--- config.mk ---
export PLATFORM = sky130hd
export DESIGN_NAME = dpl_rx_top
export DESIGN_NICKNAME = d
export VERILOG_FILES = /design/src/dpl_pkg.sv /design/src/dpl_hdr_ecc.sv /design/src/dpl_rx_top.sv /design/src/dpl_skid_buf.sv
export SDC_FILE = /design/constraint.sdc
export NUM_CORES = 1
export LEC_CHECK = 0
export BUFFER_PORTS_ARGS = -buffer_cell sky130_fd_sc_hd__buf_2
export CORE_MARGIN = 8
export CORE_UTILIZATION = 50
export CTS_CLUSTER_DIAMETER = 60
export DETAILED_ROUTE_END_ITERATION = 10
export PLACE_DENSITY = 0.77
export SLEW_MARGIN = 20
export SYNTH_ARGS = -nofsm -noshare
export SYNTH_HDL_FRONTEND = slang
export SYNTH_SLANG_ARGS = --single-unit
--- constraint.sdc ---
create_clock -name i_clk_sys -period 5.3 [get_ports i_clk_sys]
set_clock_uncertainty 0.2 [all_clocks]
set_input_delay 0.795 -clock i_clk_sys [delete_from_list [all_inputs] [get_ports i_clk_sys]]
set_output_delay 0.795 -clock i_clk_sys [all_outputs]
set_load 0.05 [all_outputs]
--- src/dpl_pkg.sv ---
// Shared constants, field layouts and packet classification for the
// display-link packet receiver and its lane-0 turnaround logic.
// Assumes a single 100 MHz system clock shared by every user of the package.
package dpl_pkg;

  // System clock rate and the low-power step times derived from it.
  localparam int CLK_MHZ = 100;
  localparam int T_LPX_NS = 50;
  localparam int LPX_CYC = (T_LPX_NS * CLK_MHZ + 999) / 1000;
  localparam int T_BTA_GO_NS = 200;
  localparam int BTA_GO_CYC = (T_BTA_GO_NS * CLK_MHZ + 999) / 1000;

  // Low-power line states, written as {dp, dn}.
  localparam logic [1:0] LP_11 = 2'b11;
  localparam logic [1:0] LP_10 = 2'b10;
  localparam logic [1:0] LP_00 = 2'b00;
  localparam logic [1:0] LP_01 = 2'b01;

  // Identifier byte layout and the only channel this receiver serves.
  localparam int VC_MSB = 7;
  localparam int VC_LSB = 6;
  localparam int DT_MSB = 5;
  localparam logic [1:0] VC_OWN = 2'b00;

  // Header and footer sizes in bytes.
  localparam int HDR_BYTES = 4;
  localparam int FOOT_BYTES = 2;
  localparam int BYTE_BITS = 8;

  // Footer checksum: x^16+x^12+x^5+1, processed bit-reversed, LSB first.
  localparam logic [15:0] CRC_SEED = 16'hffff;
  localparam logic [15:0] CRC_POLY_REV = 16'h8408;

  // Header check bit k is the XOR of the data bits set in ECC_MASK[k].
  localparam logic [5:0][23:0] ECC_MASK = {
    24'heffc00, 24'hdf03f0, 24'hb8e38e, 24'h749a6d, 24'hf2555b, 24'hf12cb7};

  // Long packets carry a byte count; their type codes end in 9h or eh.
  function automatic logic is_long_type(input logic [5:0] dt);
    return (dt[3:0] == 4'h9) || (dt[3:0] == 4'he);
  endfunction

  // Types a host may send to this display; anything else is ignored.
  function automatic logic is_host_type(input logic [5:0] dt);
    unique case (dt)
      6'h01, 6'h11, 6'h21, 6'h31, 6'h08, 6'h03, 6'h13, 6'h23,
      6'h04, 6'h14, 6'h24, 6'h05, 6'h15, 6'h06, 6'h37, 6'h09,
      6'h19, 6'h29, 6'h39, 6'h3e, 6'h0e, 6'h1e, 6'h2e: return 1'b1;
      default: return 1'b0;
    endcase
  endfunction

endpackage

--- src/dpl_hdr_ecc.sv ---
// Header check: recomputes six parity bits over the 24 header bits,
// corrects a single flipped bit and flags anything it cannot correct.
// Purely combinational; the caller samples it when the check byte arrives.
`timescale 1ns/1ns
module dpl_hdr_ecc (
  input wire logic [23:0] i_data,
  input wire logic [7:0] i_parity,
  output logic [23:0] o_data,
  output logic o_fixed,
  output logic o_fatal
);
  import dpl_pkg::*;

  logic [5:0] calc;
  logic [5:0] syn;
  logic hit;

  // Parity generation, one XOR tree per check bit.
  always_comb begin
    for (int k = 0; k < 6; k++) begin
      calc[k] = ^(i_data & ECC_MASK[k]);
    end
  end

  assign syn = calc ^ i_parity[5:0];

  // A syndrome equal to a data bit's column names that bit; a one-hot
  // syndrome means only a check bit flipped and the data stands.
  always_comb begin
    o_data = i_data;
    hit = 1'b0;
    for (int i = 0; i < 24; i++) begin
      if (syn != 6'h00 && syn == {ECC_MASK[5][i], ECC_MASK[4][i], ECC_MASK[3][i],
                                  ECC_MASK[2][i], ECC_MASK[1][i], ECC_MASK[0][i]}) begin
        o_data[i] = ~i_data[i];
        hit = 1'b1;
      end
    end
    if (syn != 6'h00 && $onehot(syn)) begin
      hit = 1'b1;
    end
    o_fixed = hit;
    o_fatal = (syn != 6'h00) && !hit;
  end

endmodule

--- src/dpl_rx_top.sv ---
// Packet-level receiver of a display serial data lane with the lane-0
// bus turnaround handshake, as seen from inside the display.
// Assumes a lane layer ahead of it that raises i_burst after start-of-burst
// sync and drops it at end of burst; all link pins are asynchronous.
`timescale 1ns/1ns
module dpl_rx_top (
  input wire logic i_clk_sys,
  input wire logic i_rst,
  input wire logic i_link_clk,
  input wire logic i_burst,
  input wire logic i_lane_bit,
  input wire logic i_lp_dp,
  input wire logic i_lp_dn,
  output logic o_lp_dp,
  output logic o_lp_dn,
  output logic o_lp_oe,
  output logic o_lane_owned,
  input wire logic i_give_back,
  output logic o_short_valid,
  output logic [7:0] o_short_id,
  output logic [15:0] o_short_payload,
  output logic [5:0] o_long_type,
  output logic [7:0] o_data,
  output logic o_data_last,
  output logic o_data_valid,
  input wire logic i_data_ready,
  output logic o_hdr_fixed,
  output logic o_crc_err,
  output logic o_hdr_err,
  output logic o_overflow,
  input wire logic i_err_clr
);
  import dpl_pkg::*;

  typedef enum logic [2:0] {P_HDR, P_PAY, P_CRC, P_SKIP, P_DROP} dpl_pstate_t;
  typedef enum logic [3:0] {
    B_LISTEN, B_STOP, B_SAW10, B_SAW00, B_TAKE00, B_TAKE10, B_OWN, B_GIVE10, B_GIVE00
  } dpl_bstate_t;

  // Footer checksum over one byte, first bit in first.
  function automatic logic [15:0] crc_byte(input logic [15:0] c, input logic [7:0] b);
    logic [15:0] r;
    r = c;
    for (int i = 0; i < BYTE_BITS; i++) begin
      r = (r[0] ^ b[i]) ? ((r >> 1) ^ CRC_POLY_REV) : (r >> 1);
    end
    return r;
  endfunction

  // Every link pin passes two flops; clk_d only ever reads the second.
  logic [4:0] sync1;
  logic [4:0] sync2;
  logic clk_d;
  always_ff @(posedge i_clk_sys or posedge i_rst) begin
    if (i_rst) begin
      sync1 <= 5'h03;
      sync2 <= 5'h03;
      clk_d <= 1'b0;
    end else begin
      sync1 <= {i_link_clk, i_burst, i_lane_bit, i_lp_dp, i_lp_dn};
      sync2 <= sync1;
      clk_d <= sync2[4];
    end
  end

  wire link_rise = sync2[4] && !clk_d;
  wire burst = sync2[3];
  wire lane_bit = sync2[2];
  wire [1:0] lp_in = sync2[1:0];

  // packet bytes, first bit lowest.
  // Bytes shift in from the top so the first bit lands in bit 0.
  logic [7:0] shreg;
  logic [2:0] bitcnt;
  logic byte_stb;
  logic [7:0] byte_q;
  wire [7:0] next_shreg = {lane_bit, shreg[7:1]};
  always_ff @(posedge i_clk_sys or posedge i_rst) begin
    if (i_rst) begin
      shreg <= 8'h00;
      bitcnt <= 3'h0;
      byte_stb <= 1'b0;
      byte_q <= 8'h00;
    end else begin
      byte_stb <= burst && link_rise && (bitcnt == 3'(BYTE_BITS - 1));
      if (!burst) begin
        bitcnt <= 3'h0;
      end else if (link_rise) begin
        shreg <= next_shreg;
        bitcnt <= bitcnt + 3'h1;
        if (bitcnt == 3'(BYTE_BITS - 1)) begin
          byte_q <= next_shreg;
        end
      end
    end
  end

  a_bit_order: assert property (@(posedge i_clk_sys) disable iff (i_rst)
    byte_stb |-> byte_q[7] == $past(lane_bit) && byte_q[6] == $past(shreg[7]))
    else $error("byte not assembled least significant bit first");

  // Parser registers.
  dpl_pstate_t pstate;
  logic [1:0] hcnt;
  logic [23:0] hdr;
  logic [16:0] remain;
  logic [15:0] crc;
  logic [7:0] foot_lo;
  logic foot_cnt;

  wire hdr_done = byte_stb && (pstate == P_HDR) && (hcnt == 2'(HDR_BYTES - 1));
  wire [23:0] hdr_raw = hdr;
  wire [23:0] hdr_fix;
  wire ecc_fixed;
  wire ecc_fatal;
  dpl_hdr_ecc u_ecc (
    .i_data(hdr_raw),
    .i_parity(byte_q),
    .o_data(hdr_fix),
    .o_fixed(ecc_fixed),
    .o_fatal(ecc_fatal)
  );

  wire [1:0] hdr_vc = hdr_fix[VC_MSB:VC_LSB];
  wire [5:0] hdr_dt = hdr_fix[DT_MSB:0];
  wire [15:0] hdr_wc = hdr_fix[23:8];
  wire hdr_long = is_long_type(hdr_dt);
  wire hdr_keep = (hdr_vc == VC_OWN) && is_host_type(hdr_dt) && !ecc_fatal;

  // Payload path into the buffer; a byte refused by a full buffer is lost.
  wire pay_stb = byte_stb && (pstate == P_PAY);
  wire pay_last = (remain == 17'h00001);
  wire buf_ready;
  wire [8:0] buf_out;
  dpl_skid_buf #(
    .WIDTH(9),
    .DEPTH(2)
  ) u_buf (
    .i_clk_sys(i_clk_sys),
    .i_rst(i_rst),
    .i_valid(pay_stb),
    .i_data({pay_last, byte_q}),
    .o_ready(buf_ready),
    .o_valid(o_data_valid),
    .o_data(buf_out),
    .i_ready(i_data_ready)
  );
  assign o_data = buf_out[7:0];
  assign o_data_last = buf_out[8];

  // packet sequencing within a burst.
  // The burst falling always returns to header hunting, so a truncated
  // packet never swallows the start of the next burst.
  dpl_pstate_t next_pstate;
  always_comb begin
    next_pstate = pstate;
    unique case (pstate)
      P_HDR: begin
        if (hdr_done) begin
          if (ecc_fatal) begin
            next_pstate = P_DROP;
          end else if (hdr_long && hdr_wc == 16'h0000) begin
            next_pstate = hdr_keep ? P_CRC : P_SKIP;
          end else if (hdr_long) begin
            next_pstate = hdr_keep ? P_PAY : P_SKIP;
          end
        end
      end
      P_PAY: if (byte_stb && pay_last) next_pstate = P_CRC;
      P_CRC: if (byte_stb && foot_cnt) next_pstate = P_HDR;
      P_SKIP: if (byte_stb && remain == 17'h00001) next_pstate = P_HDR;
      P_DROP: next_pstate = P_DROP;
    endcase
    if (!burst) begin
      next_pstate = P_HDR;
    end
  end

  // header bytes gathered low byte first.
  always_ff @(posedge i_clk_sys or posedge i_rst) begin
    if (i_rst) begin
      pstate <= P_HDR;
      hcnt <= 2'h0;
      hdr <= 24'h000000;
    end else begin
      pstate <= next_pstate;
      if (!burst || hdr_done) begin
        hcnt <= 2'h0;
      end else if (byte_stb && pstate == P_HDR) begin
        hcnt <= hcnt + 2'h1;
        hdr <= {byte_q, hdr[23:8]};
      end
    end
  end

  // byte count, checksum and footer handling.
  // A dropped long packet skips its payload plus footer.
  always_ff @(posedge i_clk_sys or posedge i_rst) begin
    if (i_rst) begin
      remain <= 17'h00000;
      crc <= CRC_SEED;
      foot_lo <= 8'h00;
      foot_cnt <= 1'b0;
    end else if (hdr_done) begin
      remain <= hdr_keep ? {1'b0, hdr_wc} : {1'b0, hdr_wc} + 17'(FOOT_BYTES);
      crc <= CRC_SEED;
      foot_cnt <= 1'b0;
    end else if (byte_stb) begin
      if (pstate == P_PAY || pstate == P_SKIP) begin
        remain <= remain - 17'h00001;
      end
      if (pstate == P_PAY) begin
        crc <= crc_byte(crc, byte_q);
      end
      if (pstate == P_CRC) begin
        foot_lo <= byte_q;
        foot_cnt <= ~foot_cnt;
      end
    end
  end

  // short packet delivery and event pulses.
  wire hdr_set = hdr_done && ecc_fatal;
  wire ovf_set = pay_stb && !buf_ready;
  wire foot_done = byte_stb && (pstate == P_CRC) && foot_cnt;
  always_ff @(posedge i_clk_sys or posedge i_rst) begin
    if (i_rst) begin
      o_short_valid <= 1'b0;
      o_short_id <= 8'h00;
      o_short_payload <= 16'h0000;
      o_long_type <= 6'h00;
      o_hdr_fixed <= 1'b0;
      o_crc_err <= 1'b0;
    end else begin
      o_short_valid <= hdr_done && hdr_keep && !hdr_long;
      o_hdr_fixed <= hdr_done && ecc_fixed;
      o_crc_err <= foot_done && ({byte_q, foot_lo} != crc);
      if (hdr_done && hdr_keep && !hdr_long) begin
        o_short_id <= hdr_fix[7:0];
        o_short_payload <= hdr_wc;
      end
      if (hdr_done && hdr_keep && hdr_long) begin
        o_long_type <= hdr_dt;
      end
    end
  end

  // sticky error flags.
  // A new error in the clearing cycle wins so no event is lost.
  always_ff @(posedge i_clk_sys or posedge i_rst) begin
    if (i_rst) begin
      o_hdr_err <= 1'b0;
      o_overflow <= 1'b0;
    end else begin
      o_hdr_err <= hdr_set || (o_hdr_err && !i_err_clr);
      o_overflow <= ovf_set || (o_overflow && !i_err_clr);
    end
  end

  a_vc_filter: assert property (@(posedge i_clk_sys) disable iff (i_rst)
    o_short_valid |-> o_short_id[VC_MSB:VC_LSB] == VC_OWN)
    else $error("short packet on a foreign channel was delivered");

  a_type_filter: assert property (@(posedge i_clk_sys) disable iff (i_rst)
    o_short_valid |-> is_host_type(o_short_id[DT_MSB:0]) && !is_long_type(o_short_id[DT_MSB:0]))
    else $error("unknown or long type delivered as short packet");

  a_hdr_drop: assert property (@(posedge i_clk_sys) disable iff (i_rst)
    hdr_set |=> !o_short_valid && o_hdr_err && pstate != P_PAY)
    else $error("uncorrectable header was not dropped and flagged");

  a_err_set_wins: assert property (@(posedge i_clk_sys) disable iff (i_rst)
    (hdr_set && i_err_clr) |=> o_hdr_err)
    else $error("header error lost in the clearing cycle");

  a_short_four: assert property (@(posedge i_clk_sys) disable iff (i_rst)
    (hdr_done && !ecc_fatal && !hdr_long) |=> pstate == P_HDR && hcnt == 2'h0)
    else $error("short packet did not end after four bytes");

  a_wc_low_first: assert property (@(posedge i_clk_sys) disable iff (i_rst)
    (hdr_done && hdr_keep && hdr_long) |=> remain[15:0] == {$past(byte_q, 1) ^ $past(byte_q, 1)
      ^ $past(hdr_fix[23:16]), $past(hdr_fix[15:8])})
    else $error("byte count not taken low byte first");

  // Turnaround timing and line drive.
  dpl_bstate_t bstate;
  dpl_bstate_t next_bstate;
  logic [7:0] tmr;
  wire lpx_done = (tmr == 8'(LPX_CYC - 1));
  wire go_done = (tmr == 8'(BTA_GO_CYC - 1));

  // request detection, take and hand back.
  // A bare 11-10-00 prefix is shared with escape entry, so the request
  // counts only when the far side holds LP-00 without moving to LP-01.
  always_comb begin
    next_bstate = bstate;
    unique case (bstate)
      B_LISTEN: if (lp_in == LP_11 && !burst) next_bstate = B_STOP;
      B_STOP: begin
        if (lp_in == LP_10) next_bstate = B_SAW10;
        else if (lp_in != LP_11) next_bstate = B_LISTEN;
      end
      B_SAW10: begin
        if (lp_in == LP_00) next_bstate = B_SAW00;
        else if (lp_in == LP_11) next_bstate = B_STOP;
        else if (lp_in != LP_10) next_bstate = B_LISTEN;
      end
      B_SAW00: begin
        if (lp_in != LP_00) next_bstate = B_LISTEN;
        else if (go_done) next_bstate = B_TAKE00;
      end
      B_TAKE00: if (lpx_done) next_bstate = B_TAKE10;
      B_TAKE10: if (lpx_done) next_bstate = B_OWN;
      B_OWN: if (i_give_back) next_bstate = B_GIVE10;
      B_GIVE10: if (lpx_done) next_bstate = B_GIVE00;
      B_GIVE00: if (lpx_done) next_bstate = B_LISTEN;
      default: next_bstate = B_LISTEN;
    endcase
  end

  // Step timer restarts on every state change.
  always_ff @(posedge i_clk_sys or posedge i_rst) begin
    if (i_rst) begin
      bstate <= B_LISTEN;
      tmr <= 8'h00;
    end else begin
      bstate <= next_bstate;
      tmr <= (next_bstate != bstate) ? 8'h00 : tmr + 8'h01;
    end
  end

  // Registered line drive so the pins never glitch between steps.
  wire drive = (bstate == B_TAKE00) || (bstate == B_TAKE10) || (bstate == B_OWN)
    || (bstate == B_GIVE10) || (bstate == B_GIVE00);
  wire [1:0] level = (bstate == B_TAKE10 || bstate == B_GIVE10) ? LP_10
    : (bstate == B_OWN) ? LP_11 : LP_00;
  always_ff @(posedge i_clk_sys or posedge i_rst) begin
    if (i_rst) begin
      o_lp_oe <= 1'b0;
      o_lp_dp <= 1'b1;
      o_lp_dn <= 1'b1;
      o_lane_owned <= 1'b0;
    end else begin
      o_lp_oe <= drive;
      o_lp_dp <= level[1];
      o_lp_dn <= level[0];
      o_lane_owned <= (bstate == B_OWN);
    end
  end

  a_take_seq: assert property (@(posedge i_clk_sys) disable iff (i_rst)
    $rose(o_lp_oe) |-> (!o_lp_dp && !o_lp_dn)[*5] ##1 (o_lp_dp && !o_lp_dn)[*5]
      ##1 (o_lp_dp && o_lp_dn && o_lane_owned))
    else $error("takeover did not step LP-00, LP-10, LP-11");

  a_req_seen: assert property (@(posedge i_clk_sys) disable iff (i_rst)
    $rose(o_lp_oe) |-> $past(lp_in, 2) == LP_00 && $past(bstate, 2) == B_SAW00)
    else $error("lane taken without a turnaround request");

  a_give_back: assert property (@(posedge i_clk_sys) disable iff (i_rst)
    $fell(o_lp_oe) |-> $past(o_lp_dp, 6) && !$past(o_lp_dn, 6) && !$past(o_lp_dp, 1))
    else $error("lane released without LP-10 then LP-00");

endmodule

--- src/dpl_skid_buf.sv ---
// Small valid/ready buffer between the payload extractor and the user.
// The filling side sees o_ready low when every entry is occupied.
`timescale 1ns/1ns
module dpl_skid_buf #(
  parameter int WIDTH = 9,
  parameter int DEPTH = 2
) (
  input wire logic i_clk_sys,
  input wire logic i_rst,
  input wire logic i_valid,
  input wire logic [WIDTH-1:0] i_data,
  output logic o_ready,
  output logic o_valid,
  output logic [WIDTH-1:0] o_data,
  input wire logic i_ready
);
  localparam int AW = (DEPTH > 1) ? $clog2(DEPTH) : 1;

  // Elaboration check: the wrap and full logic assume two or more entries.
  if (DEPTH < 2 || WIDTH < 1) begin : g_bad_size
    $error("dpl_skid_buf needs at least two entries and one bit");
  end

  logic [WIDTH-1:0] mem [DEPTH];
  logic [AW-1:0] wr_idx;
  logic [AW-1:0] rd_idx;
  logic [AW:0] fill;
  wire push = i_valid && o_ready;
  wire pop = o_valid && i_ready;

  // Honest flags straight from the occupancy count.
  assign o_ready = (fill != (AW+1)'(DEPTH));
  assign o_valid = (fill != '0);
  assign o_data = mem[rd_idx];

  // Pointer and occupancy bookkeeping.
  always_ff @(posedge i_clk_sys or posedge i_rst) begin
    if (i_rst) begin
      wr_idx <= '0;
      rd_idx <= '0;
      fill <= '0;
    end else begin
      if (push) begin
        wr_idx <= (wr_idx == AW'(DEPTH - 1)) ? '0 : wr_idx + 1'b1;
      end
      if (pop) begin
        rd_idx <= (rd_idx == AW'(DEPTH - 1)) ? '0 : rd_idx + 1'b1;
      end
      fill <= fill + (AW+1)'(push) - (AW+1)'(pop);
    end
  end

  // Storage is written only, never reset, to keep it cheap.
  always_ff @(posedge i_clk_sys) begin
    if (push) begin
      mem[wr_idx] <= i_data;
    end
  end

endmodule
==> results of run 1 <==
[critical path, delay by kind of cell (launching register included)]
family | cells | cell delay (ns)
AOI/OAI and AO/OA | 5 | 1.00
adders and majority gates | 3 | 0.90
buffers and inverters | 2 | 0.38
DFF | 1 | 0.45
xor gates and xnor gates | 5 | 1.36
and+or+nand+nor | 3 | 0.65
[area by class of cell]
| class | instances | area (sq um) |
|---|---|---|
| Fill cell | 1629 | 8280 |
| Clock buffer | 21 | 482 |
| Timing Repair Buffer | 87 | 512 |
| Inverter | 30 | 118 |
| Sequential cell | 174 | 4470 |
| Clock inverter | 11 | 119 |
| Multi-Input combinational cell | 657 | 4960 |
| Tap cell | 265 | 332 |
[cells in the mapped netlist, drive strengths merged (7+ instances only)]
cell,count,share of area [%]
ha,15,1.9
xor2,59,5.3
o2111ai,7,0.70
xnor2,83,7.7
nor2b,7,0.45
nand2b,11,0.71
nand4,8,0.52
and2,10,0.64
clkbuf,30,1.2
a31oi,8,0.52
nand3,37,2.0
inv,30,1.2
nand2,63,2.4
mux2,77,8.9
nor3,17,0.93
nor4,13,0.84
o211ai,7,0.54
edfxtp,18,5.6
buf,12,0.64
nor2,50,2.0
o21ai,37,1.9
dfrtp,134,35
mux2i,7,0.72
a21oi,39,2.0
dfstp,22,6.0
a211oi,9,0.75
[how the worst min path moves through the flow]
| stage | endpoint | slack, ns | cells after the start |
|---|---|---|---|
| 4_1_cts | sync2[2] | 0.15 | 0 |
| 5_1_grt | sync2[4] | 0.16 | 0 |
| 6_report | sync2[2] | 0.15 | 0 |
| 2_1_floorplan | sync2[2] | 0.13 | 0 |
| 3_5_place_dp | sync2[2] | 0.13 | 0 |
| 3_3_place_gp | sync2[4] | 0.14 | 0 |
[sequential cells by signal (all words and copies together), names as in the netlist, 2 cells and up]
register         flops
u_buf.fill           2
o_short_payload     16
shreg                7
bstate               4
byte_q               8
o_long_type          6
hcnt                 2
bitcnt               3
foot_lo              8
remain              17
pstate               3
o_short_id           8
hdr                 24
crc                 16
sync2                5
sync1                5
u_buf.mem           18
tmr                  8
[cell families after synthesis]
kind of cell    synth area share, %
fa+ha+maj                      2.35
compound gates                 10.7
mux                            9.66
simple gates                   13.0
flops                          46.1
buf+inv                        2.98
xor+xnor                       15.2
[placed cells by master (no fill, tap or decap), types with 10 or more instances in the layout]
| cell type | n |
|---|---|
| sky130_fd_sc_hd__dfrtp_1 | 134 |
| sky130_fd_sc_hd__xnor2_1 | 80 |
| sky130_fd_sc_hd__mux2_2 | 75 |
| sky130_fd_sc_hd__nand2_1 | 63 |
| sky130_fd_sc_hd__xor2_1 | 58 |
| sky130_fd_sc_hd__buf_2 | 58 |
| sky130_fd_sc_hd__nor2_1 | 49 |
| sky130_fd_sc_hd__a21oi_1 | 39 |
| sky130_fd_sc_hd__nand3_1 | 35 |
| sky130_fd_sc_hd__o21ai_0 | 33 |
| sky130_fd_sc_hd__inv_1 | 29 |
| sky130_fd_sc_hd__buf_4 | 28 |
| sky130_fd_sc_hd__dfstp_2 | 22 |
| sky130_fd_sc_hd__clkbuf_16 | 18 |
| sky130_fd_sc_hd__edfxtp_1 | 18 |
| sky130_fd_sc_hd__nor3_1 | 16 |
| sky130_fd_sc_hd__ha_1 | 15 |
| sky130_fd_sc_hd__nor4_1 | 13 |
| sky130_fd_sc_hd__nand2b_1 | 11 |
| sky130_fd_sc_hd__and2_1 | 10 |
[per-stage QoR]
| stage | area [sq um] | std cells | total power, mW |
|---|---|---|---|
| after floorplan | 9700 | 903 | 1.64 |
| after global placement | 10400 | 1212 | 1.69 |
| after global routing | 11000 | 1245 | 3.06 |
| after detailed placement | 10400 | 1212 | 1.70 |
| after CTS | 11000 | 1244 | 2.97 |
| final | 11000 | 1245 | 2.95 |
[repair_timing]
item / 4_1_cts / 5_1_grt
resized for setup: 0 / 2
hold buffers: 0 / 0
endpoints found under the setup margin: 0 / 25
[power by group through the flow]
stage	clock network, mW	registers, mW	logic (mW)
3_5_place_dp	0	1.50	0.203
4_1_cts	1.30	1.47	0.203
5_1_grt	1.35	1.48	0.225
2_1_floorplan	0	1.46	0.188
6_report	1.28	1.47	0.198
3_3_place_gp	0	1.49	0.193
[metal layers]
metal | part of all wire, % | GRT usage, %
met4 | 2.2 | 7.16
met3 | 5.5 | 4.11
met1 | 43 | 24.1
met2 | 49 | 31.1
met5 | 0 | 0
==> flow_metrics.env, run 1 <==
export IMPL_insertedDiodeCount=0
export IMPL_clock_transition_at_the_register_clock_pins_on_the_worst_setup_and_hold_paths_after_cts_ns=0.07
export IMPL_portBuffers=58
export IMPL_fin_crit_sh_pct=94.9
export IMPL_crit_path_end_kind="register"
export IMPL_syn_nets=930
export IMPL_regToRegEndpoint="remain[11]"
export IMPL_rrSetupSlack_ns=0.27
export IMPL_num_nets_final=994
export IMPL_timing_hold_worst_start="sync1[2]"
export IMPL_predominant_post_synthesis_flop_cell="sky130_fd_sc_hd__dfrtp_1"
export IMPL_globalplace_congestion=0.955
export IMPL_drt_first_pass_iters=5
export IMPL_grt_pass1_vias=6832
export IMPL_power_switching_mw=0.746
export IMPL_clkSinkCount=174
export IMPL_holdWs_ns=0.150
export IMPL_worstSetupStartpoint="hdr[22]"
export IMPL_cell_internal_pwr_mw=2.21
export IMPL_relative_contribution_of_sequential_cells_to_total_power_pct=49.9
export IMPL_finalCriticalPeriod_ns=5.03
export IMPL_syn_to_final_growth_pct=13.3
export IMPL_number_of_cts_inserted_buffers=17
export IMPL_worst_ep_arrival_time_ns=5.20
export IMPL_grt_first_pass_wirelength_um=36300
export IMPL_ant_nets=0
export IMPL_postSynthRegisterBits=174
export IMPL_critPathKind="reg2reg"
export IMPL_synth_seq_area_share_pct=46.1
export IMPL_power_share_switching_pct=25.3
export IMPL_crit_path_end="remain[11]"
export IMPL_wl_um=22100
export IMPL_timing_critical_path_slowest_stage_cell="sky130_fd_sc_hd__or4_1"
export IMPL_synthDistinctLibCells=70
export IMPL_maxSlewViolCount=0
export IMPL_post_synth_cell_area_avg_sq_um=10.7
export IMPL_worst_slew_pin_slew_ns=0.964
export IMPL_timing_setup_tns_ns=0
export IMPL_total_leakage_power_nw=5.08
export IMPL_finalCoreUtilization_pct=57.0
export IMPL_power_frac_clock_pct=43.4
export IMPL_worst_path_most_repeated_cell="sky130_fd_sc_hd__xnor2_1"
export IMPL_setup_repair_after_global_routing_missed_its_margin="no"
export IMPL_path_cells="xnor2_1, xor3_2, xnor2_1, xnor2_1, inv_1, ha_1, fa_1, ha_1, xor2_1, nor3_1, a21boi_0, o211ai_1, a311o_1, a31oi_2, buf_4, o2111ai_2, or4_1, nand3_1"
export IMPL_ff2ff_path_depth=18
export IMPL_die_width_um=155
export IMPL_grt_overflow_total=0
export IMPL_cp_start_kind="register"
export IMPL_cts_htree_levels=4
export IMPL_hold_viol=0
export IMPL_outcome="finished clean"
export IMPL_fp_dieArea_sq_um=24100
export IMPL_finalWorstSetupSlack_ns=0.271
export IMPL_ctsRootBufferMaster="sky130_fd_sc_hd__clkbuf_16"
export IMPL_clkLatencyLatePin_ns=0.44
export IMPL_drt_first_iter_violations=585
export IMPL_post_dp_hpwl_um=16000
export IMPL_yosysWarnings=0
export IMPL_drc_errors=0
export IMPL_cts_setup_buffers=0
export IMPL_synth_edff_count=18
export IMPL_cp_max_fo=19
export IMPL_pwr_share_comb_pct=6.7
export IMPL_core_sq_um=19300
export IMPL_routed_via_count=7051
export IMPL_async_reset_ff_share_pct=89.7
export IMPL_path_type_of_the_worst_min_delay_path="reg2reg"
export IMPL_initial_utilization_pct=50.3
export IMPL_r2r_start="hdr[22]"
export IMPL_dieHeight_um=155
export IMPL_max_slew_margin_pct=35.5
export IMPL_cts_tree="built"
export IMPL_slowest_delay_ns=0.50
export IMPL_maxCapViolations=0
export IMPL_synth_area_sq_um=9700
export IMPL_core_rowCount=51
export IMPL_grt_antenna_before_repair=0
export IMPL_io_pin_count=59
export IMPL_grt_total_usage_pct=18.9
export IMPL_pwr_density_nw_per_um2=268
export IMPL_maximum_number_of_pins_on_one_net_before_global_route_repair=73
export IMPL_final_count_of_negative_setup_slack_endpoints=0
export IMPL_wl_per_cell_um=17.7
export IMPL_avgViaCountPerCell=5.66
export IMPL_cts_max_path_buffers=2
export IMPL_drive_gt1_share_pct=24.0
export IMPL_netlist_instances=903
export IMPL_vdd_drop_max_uv=166
export IMPL_fmax_ghz=0.199
export IMPL_preCtsSetupSlack_ns=0.263
export IMPL_timing_critical_path_required_ns=5.47
Note: power is estimated with default switching activity, not from simulation.
==> run 2, diff against run 1 <==
clock period = 4.5 ns   (was 5.3 ns; I/O delays follow)
==> flow_metrics.env, run 2 (synthesis results as in run 1) <==
export IMPL_dieHeight_um=155
export IMPL_insertedDiodeCount=0
export IMPL_final_instance_count_excl_fill=1334
export IMPL_preCtsSetupSlack_ns=-0.150
export IMPL_critPathKind="reg2reg"
export IMPL_grt_overflow_total=0
export IMPL_setup_repair_after_global_routing_missed_its_margin="yes"
export IMPL_path_cells="xnor3_1, xnor3_2, xor2_2, or3_1, nand2_2, nor2_2, fa_2, inv_2, ha_4, xor2_2, nor3_2, a31oi_1, o211ai_1, a311o_1, a31oi_4, buf_12, buf_6, o21ai_2, or4_1, nand3_1"
export IMPL_finalWorstSetupSlack_ns=-0.224
export IMPL_maxSlewViolCount=0
export IMPL_portBuffers=58
export IMPL_slowest_delay_ns=0.48
export IMPL_layout_commonest_cell="sky130_fd_sc_hd__dfrtp_1"
export IMPL_hold_viol=0
export IMPL_die_width_um=155
export IMPL_total_power_mw=3.48
export IMPL_grt_total_usage_pct=20.3
export IMPL_power_share_switching_pct=26.4
export IMPL_post_dp_hpwl_um=17200
export IMPL_power_switching_mw=0.920
export IMPL_filler_cell_count=1484
export IMPL_core_rowCount=51
export IMPL_cp_start_kind="register"
export IMPL_maximum_number_of_pins_on_one_net_before_global_route_repair=116
export IMPL_max_flop_register="hdr"
export IMPL_timing_critical_path_required_ns=4.66
export IMPL_globalplace_congestion=0.909
export IMPL_finish_instance_area_sq_um=12100
export IMPL_ctsRootBufferMaster="sky130_fd_sc_hd__clkbuf_16"
export IMPL_io_pin_count=59
export IMPL_initial_utilization_pct=50.3
export IMPL_vdd_drop_max_uv=240
export IMPL_cp_max_fo=5
export IMPL_place_detailed_instances=1278
export IMPL_drive_gt1_share_pct=34.4
export IMPL_timing_critical_path_slowest_stage_cell="sky130_fd_sc_hd__or4_1"
export IMPL_wl_per_cell_um=18.5
export IMPL_mostFrequentLayoutCells="132 x sky130_fd_sc_hd__dfrtp_1, 102 x sky130_fd_sc_hd__buf_4, 70 x sky130_fd_sc_hd__xnor2_1, 60 x sky130_fd_sc_hd__nand2_1, 58 x sky130_fd_sc_hd__buf_2"
export IMPL_worst_path_dominant_cell_family="simple AND/OR/NAND/NOR gates"
export IMPL_grt_antenna_before_repair=0
export IMPL_drc_errors=0
export IMPL_timing_setup_tns_ns=-5.33
export IMPL_grt_first_pass_wirelength_um=39200
export IMPL_cp_num_buf_inv=3
export IMPL_pwr_density_nw_per_um2=287
export IMPL_final_count_of_negative_setup_slack_endpoints=47
export IMPL_worst_ep_arrival_time_ns=4.89
export IMPL_ant_nets=0
export IMPL_relative_contribution_of_sequential_cells_to_total_power_pct=49.8
export IMPL_cell_internal_pwr_mw=2.57
export IMPL_worst_path_most_repeated_cell="sky130_fd_sc_hd__xor2_2"
export IMPL_max_slew_margin_pct=38.1
export IMPL_finalCoreUtilization_pct=63.0
export IMPL_drt_first_iter_violations=738
export IMPL_worst_slew_pin_slew_ns=0.926
export IMPL_largest_reg_flops=24
export IMPL_holdWs_ns=0.141
export IMPL_fin_crit_sh_pct=105
export IMPL_total_leakage_power_nw=5.71
export IMPL_finalCriticalPeriod_ns=4.72
export IMPL_clkSinkCount=174
export IMPL_cts_tree="built"
export IMPL_power_frac_clock_pct=43.4
export IMPL_routed_via_count=7572
export IMPL_path_type_of_the_worst_min_delay_path="in2reg"
export IMPL_avgViaCountPerCell=5.68
export IMPL_syn_to_final_growth_pct=25.1
export IMPL_fp_dieArea_sq_um=24100
export IMPL_num_nets_final=1083
export IMPL_clock_transition_at_the_register_clock_pins_on_the_worst_setup_and_hold_paths_after_cts_ns=0.07
export IMPL_crit_path_end_kind="register"
export IMPL_cts_htree_levels=4
export IMPL_wl_um=24700
export IMPL_post_dp_cell_area_sq_um=11000
export IMPL_grt_pass1_vias=7513
export IMPL_number_of_cts_inserted_buffers=17
export IMPL_maxCapViolations=0
export IMPL_fmax_ghz=0.212
export IMPL_outcome="complete, but fails checks"
export IMPL_pwr_share_comb_pct=6.8
export IMPL_layout_top_registers="hdr (24), u_buf.mem (18), remain (17)"
export IMPL_cts_max_path_buffers=2
export IMPL_failed_checks="negative setup slack"
export IMPL_core_sq_um=19300
export IMPL_clkLatencyLatePin_ns=0.43
export IMPL_drt_first_pass_iters=5
[run 2: cell types whose count changed in the layout (fill, tap and decap cells not counted), sizes merged]
| cell | change |
|---|---|
| buf | +88 |
| clkbuf | -2 |
| clkinv | +6 |
| inv | -3 |
[run 2: final cells by class]
| type | instances | area, sq um | share of cell area (%) |
|---|---|---|---|
| Timing Repair Buffer | 176 | 1300 | 10.7 |
| Sequential cell | 174 | 4470 | 36.9 |
| Clock inverter | 14 | 175 | 1.44 |
| Multi-Input combinational cell | 657 | 5290 | 43.6 |
| Tap cell | 265 | 332 | 2.73 |
| Inverter | 30 | 119 | 0.980 |
| Clock buffer | 18 | 439 | 3.62 |
[run 2: worst paths after layout]
check                         start    endpoint  slack (ns)  cells after the start
max                         hdr[10]  remain[12]       -0.22                     20
min                         i_lp_dn    sync1[0]        0.14                      1
max reg2reg                 hdr[10]  remain[12]       -0.22                     20
min reg2reg                sync1[2]    sync2[2]        0.15                      0
max in group asynchronous     i_rst     hdr[10]        2.75                      3
min in group asynchronous     i_rst   remain[2]        0.23                      2
[run 2: repair_timing]
action,4_1_cts,5_1_grt
cloned,1,1
hold buffers,0,0
setup endpoints to repair,45,51
setup buffers,8,15
pin swaps,7,36
gates resized for setup,8,57
[run 2: power groups by stage]
stage,sequential [mW],combinational [mW],clock [mW]
final,1.73,0.237,1.51
after global routing,1.74,0.271,1.60
after CTS,1.73,0.241,1.53
after detailed placement,1.76,0.238,0
after global placement,1.76,0.229,0
after floorplan,1.71,0.222,0
[run 2: layer usage]
| layer | global-route usage (%) | vias up | routed length [um] |
|---|---|---|---|
| met5 | 0 | - | 0 |
| met4 | 7.44 | 0 | 619 |
| met3 | 3.66 | 58 | 1190 |
| met2 | 32.9 | 250 | 12200 |
| met1 | 26.8 | 3768 | 10600 |
| li1 | - | 3496 | - |
==> run 3, diff against run 2 <==
BUFFER_PORTS_ARGS = default   (was -buffer_cell sky130_fd_sc_hd__buf_2)
CORE_ASPECT_RATIO = 0.6   (was default)
DONT_BUFFER_PORTS = 1   (was default)
PLACE_DENSITY = 0.75   (was 0.77)
==> flow_metrics.env, run 3 (synthesis results as in run 1) <==
export IMPL_io_pin_count=59
export IMPL_largest_reg_flops=24
export IMPL_cp_start_kind="register"
export IMPL_grt_overflow_total=0
export IMPL_hold_viol=0
export IMPL_pwr_density_nw_per_um2=293
export IMPL_place_detailed_instances=1212
export IMPL_core_sq_um=19000
export IMPL_power_share_switching_pct=26.5
export IMPL_num_nets_final=1034
export IMPL_clock_transition_at_the_register_clock_pins_on_the_worst_setup_and_hold_paths_after_cts_ns=0.08
export IMPL_r2r_start="hdr[22]"
export IMPL_worstSetupStartpoint="hdr[22]"
export IMPL_power_switching_mw=0.918
export IMPL_max_flop_register="hdr"
export IMPL_power_frac_clock_pct=43.3
export IMPL_grt_first_pass_wirelength_um=40300
export IMPL_crit_path_end_kind="register"
export IMPL_worst_slew_pin_slew_ns=0.770
export IMPL_cp_max_fo=5
export IMPL_initial_utilization_pct=51.0
export IMPL_vdd_drop_max_uv=365
export IMPL_timing_hold_worst_start="i_lp_dp"
export IMPL_routed_via_count=7395
export IMPL_cell_internal_pwr_mw=2.54
export IMPL_setup_repair_after_global_routing_missed_its_margin="yes"
export IMPL_dieHeight_um=124
export IMPL_final_instance_count_excl_fill=1266
export IMPL_cts_tree="built"
export IMPL_layout_commonest_cell="sky130_fd_sc_hd__dfrtp_1"
export IMPL_grt_total_usage_pct=21.4
export IMPL_seqCellArea_sq_um=4470
export IMPL_cts_htree_levels=4
export IMPL_grt_pass1_vias=7160
export IMPL_outcome="complete, but fails checks"
export IMPL_core_rowCount=39
export IMPL_mostFrequentLayoutCells="133 x sky130_fd_sc_hd__dfrtp_1, 110 x sky130_fd_sc_hd__buf_4, 67 x sky130_fd_sc_hd__xnor2_1, 61 x sky130_fd_sc_hd__nand2_1, 59 x sky130_fd_sc_hd__mux2_2"
export IMPL_filler_cell_count=1449
export IMPL_worst_ep_arrival_time_ns=4.77
export IMPL_drt_first_iter_violations=713
export IMPL_drt_first_pass_iters=5
export IMPL_relative_contribution_of_sequential_cells_to_total_power_pct=50.3
export IMPL_drive_gt1_share_pct=31.0
export IMPL_fin_crit_sh_pct=102
export IMPL_avgViaCountPerCell=5.84
export IMPL_maxCapViolations=0
export IMPL_total_leakage_power_nw=5.42
export IMPL_maximum_number_of_pins_on_one_net_before_global_route_repair=89
export IMPL_rrSetupSlack_ns=-0.1
export IMPL_portBuffers=0
export IMPL_grt_antenna_before_repair=1
export IMPL_clkSinkCount=174
export IMPL_ctsRootBufferMaster="sky130_fd_sc_hd__clkbuf_16"
export IMPL_die_width_um=196
export IMPL_cts_max_path_buffers=2
export IMPL_finalCriticalPeriod_ns=4.60
export IMPL_clkLatencyLatePin_ns=0.43
export IMPL_globalplace_congestion=0.944
export IMPL_post_dp_hpwl_um=18500
export IMPL_timing_critical_path_required_ns=4.67
export IMPL_insertedDiodeCount=0
export IMPL_ant_nets=0
export IMPL_pwr_share_comb_pct=6.5
export IMPL_wl_per_cell_um=20.3
export IMPL_failed_checks="negative setup slack"
export IMPL_drc_errors=0
export IMPL_total_power_mw=3.46
export IMPL_wl_um=25700
export IMPL_fp_dieArea_sq_um=24300
export IMPL_max_slew_margin_pct=48.5
export IMPL_multiInputGateArea_sq_um=5290
export IMPL_final_count_of_negative_setup_slack_endpoints=35
export IMPL_layout_top_registers="hdr (24), u_buf.mem (18), remain (17)"
export IMPL_critPathKind="reg2reg"
export IMPL_number_of_cts_inserted_buffers=17
export IMPL_maxSlewViolCount=0
export IMPL_finalWorstSetupSlack_ns=-0.0986
export IMPL_path_type_of_the_worst_min_delay_path="in2reg"
export IMPL_syn_to_final_growth_pct=21.9
export IMPL_fmax_ghz=0.217
==> run 3: cell count changes in the layout (fill, tap and decap cells not counted), moves of 4 or more <==
cell	change
sky130_fd_sc_hd__mux2_2	+5
sky130_fd_sc_hd__buf_2	-58
sky130_fd_sc_hd__o21ai_0	+4
sky130_fd_sc_hd__mux2_4	-5
sky130_fd_sc_hd__o21ai_2	-4
sky130_fd_sc_hd__buf_4	+8
==> run 3: power groups by stage <==
stage	Clock [mW]	Combinational [mW]	Sequential, mW
after floorplan	0	0.222	1.71
after global routing	1.59	0.257	1.75
final	1.50	0.224	1.74
after global placement	0	0.221	1.76
after CTS	1.52	0.230	1.74
after detailed placement	0	0.227	1.77
==> run 3: critical path, cell delays in order, from the launching register on <==
cell	delay [ns]
sky130_fd_sc_hd__dfrtp_2	0.44
sky130_fd_sc_hd__xnor2_2	0.19
sky130_fd_sc_hd__xor3_2	0.43
sky130_fd_sc_hd__buf_6	0.15
sky130_fd_sc_hd__xor2_2	0.17
sky130_fd_sc_hd__or3_1	0.38
sky130_fd_sc_hd__nand2_2	0.09
sky130_fd_sc_hd__nor2_2	0.04
sky130_fd_sc_hd__fa_2	0.34
sky130_fd_sc_hd__inv_2	0.07
sky130_fd_sc_hd__ha_4	0.13
sky130_fd_sc_hd__xor2_2	0.15
sky130_fd_sc_hd__nor3_2	0.06
sky130_fd_sc_hd__a31oi_1	0.14
sky130_fd_sc_hd__o211ai_1	0.13
sky130_fd_sc_hd__a311o_1	0.34
sky130_fd_sc_hd__a31oi_4	0.28
sky130_fd_sc_hd__buf_6	0.16
sky130_fd_sc_hd__o2111ai_4	0.12
sky130_fd_sc_hd__or4_1	0.43
sky130_fd_sc_hd__nand3_1	0.08
==> run 3: layout make-up <==
| class | instances | share of cell area [%] |
|---|---|---|
| Multi-Input combinational cell | 657 | 44.8 |
| Sequential cell | 174 | 37.8 |
| Timing Repair Buffer | 127 | 8.81 |
| Clock buffer | 17 | 3.60 |
| Tap cell | 246 | 2.60 |
| Clock inverter | 15 | 1.41 |
| Inverter | 30 | 1.01 |
==> run 3: repair_timing <==
item | CTS | global route
gates resized for setup | 28 | 29
cloned | 1 | 0
hold buffers | 1 | 0
setup endpoints to repair | 47 | 51
setup buffers | 10 | 10
hold endpoints to repair | 13 | 0
pin swaps | 14 | 17
==> run 3: path summary, 6_finish.rpt <==
kind	endpoint	cells after the start
worst max-delay path	remain[11]	20
worst min-delay path	sync1[1]	0
worst max register to register	remain[11]	20
worst min register to register	sync2[2]	0
max in group asynchronous	remain[13]	3
min in group asynchronous	tmr[4]	2
==> run 3: per-layer routing <==
layer  vias up  GRT usage [%]  wire length [um]  share of wire (%)
li1       3408              -                 -                  -
met1      3658           31.5             12100                 47
met2       295           30.8             11100                 43
met3        32           6.02              2270                8.8
met4         2           4.81               249               0.97
met5         -              0                13              0.051
==> run 3: stage by stage <==
step                      setup TNS, ns  utilization [%]  area (sq um)  hold WS (ns)  setup WS, ns
after floorplan                  -0.645                -          9890         0.131       -0.0813
after global placement           -0.363             56.7         10800         0.135       -0.0737
after detailed placement          -7.75             56.7         10800         0.135        -0.286
after CTS                       -0.0665             61.1         11600        0.0111       -0.0505
after global routing              -8.84             62.1         11800       0.00141        -0.279
final                             -1.19             62.1         11800        0.0284       -0.0986
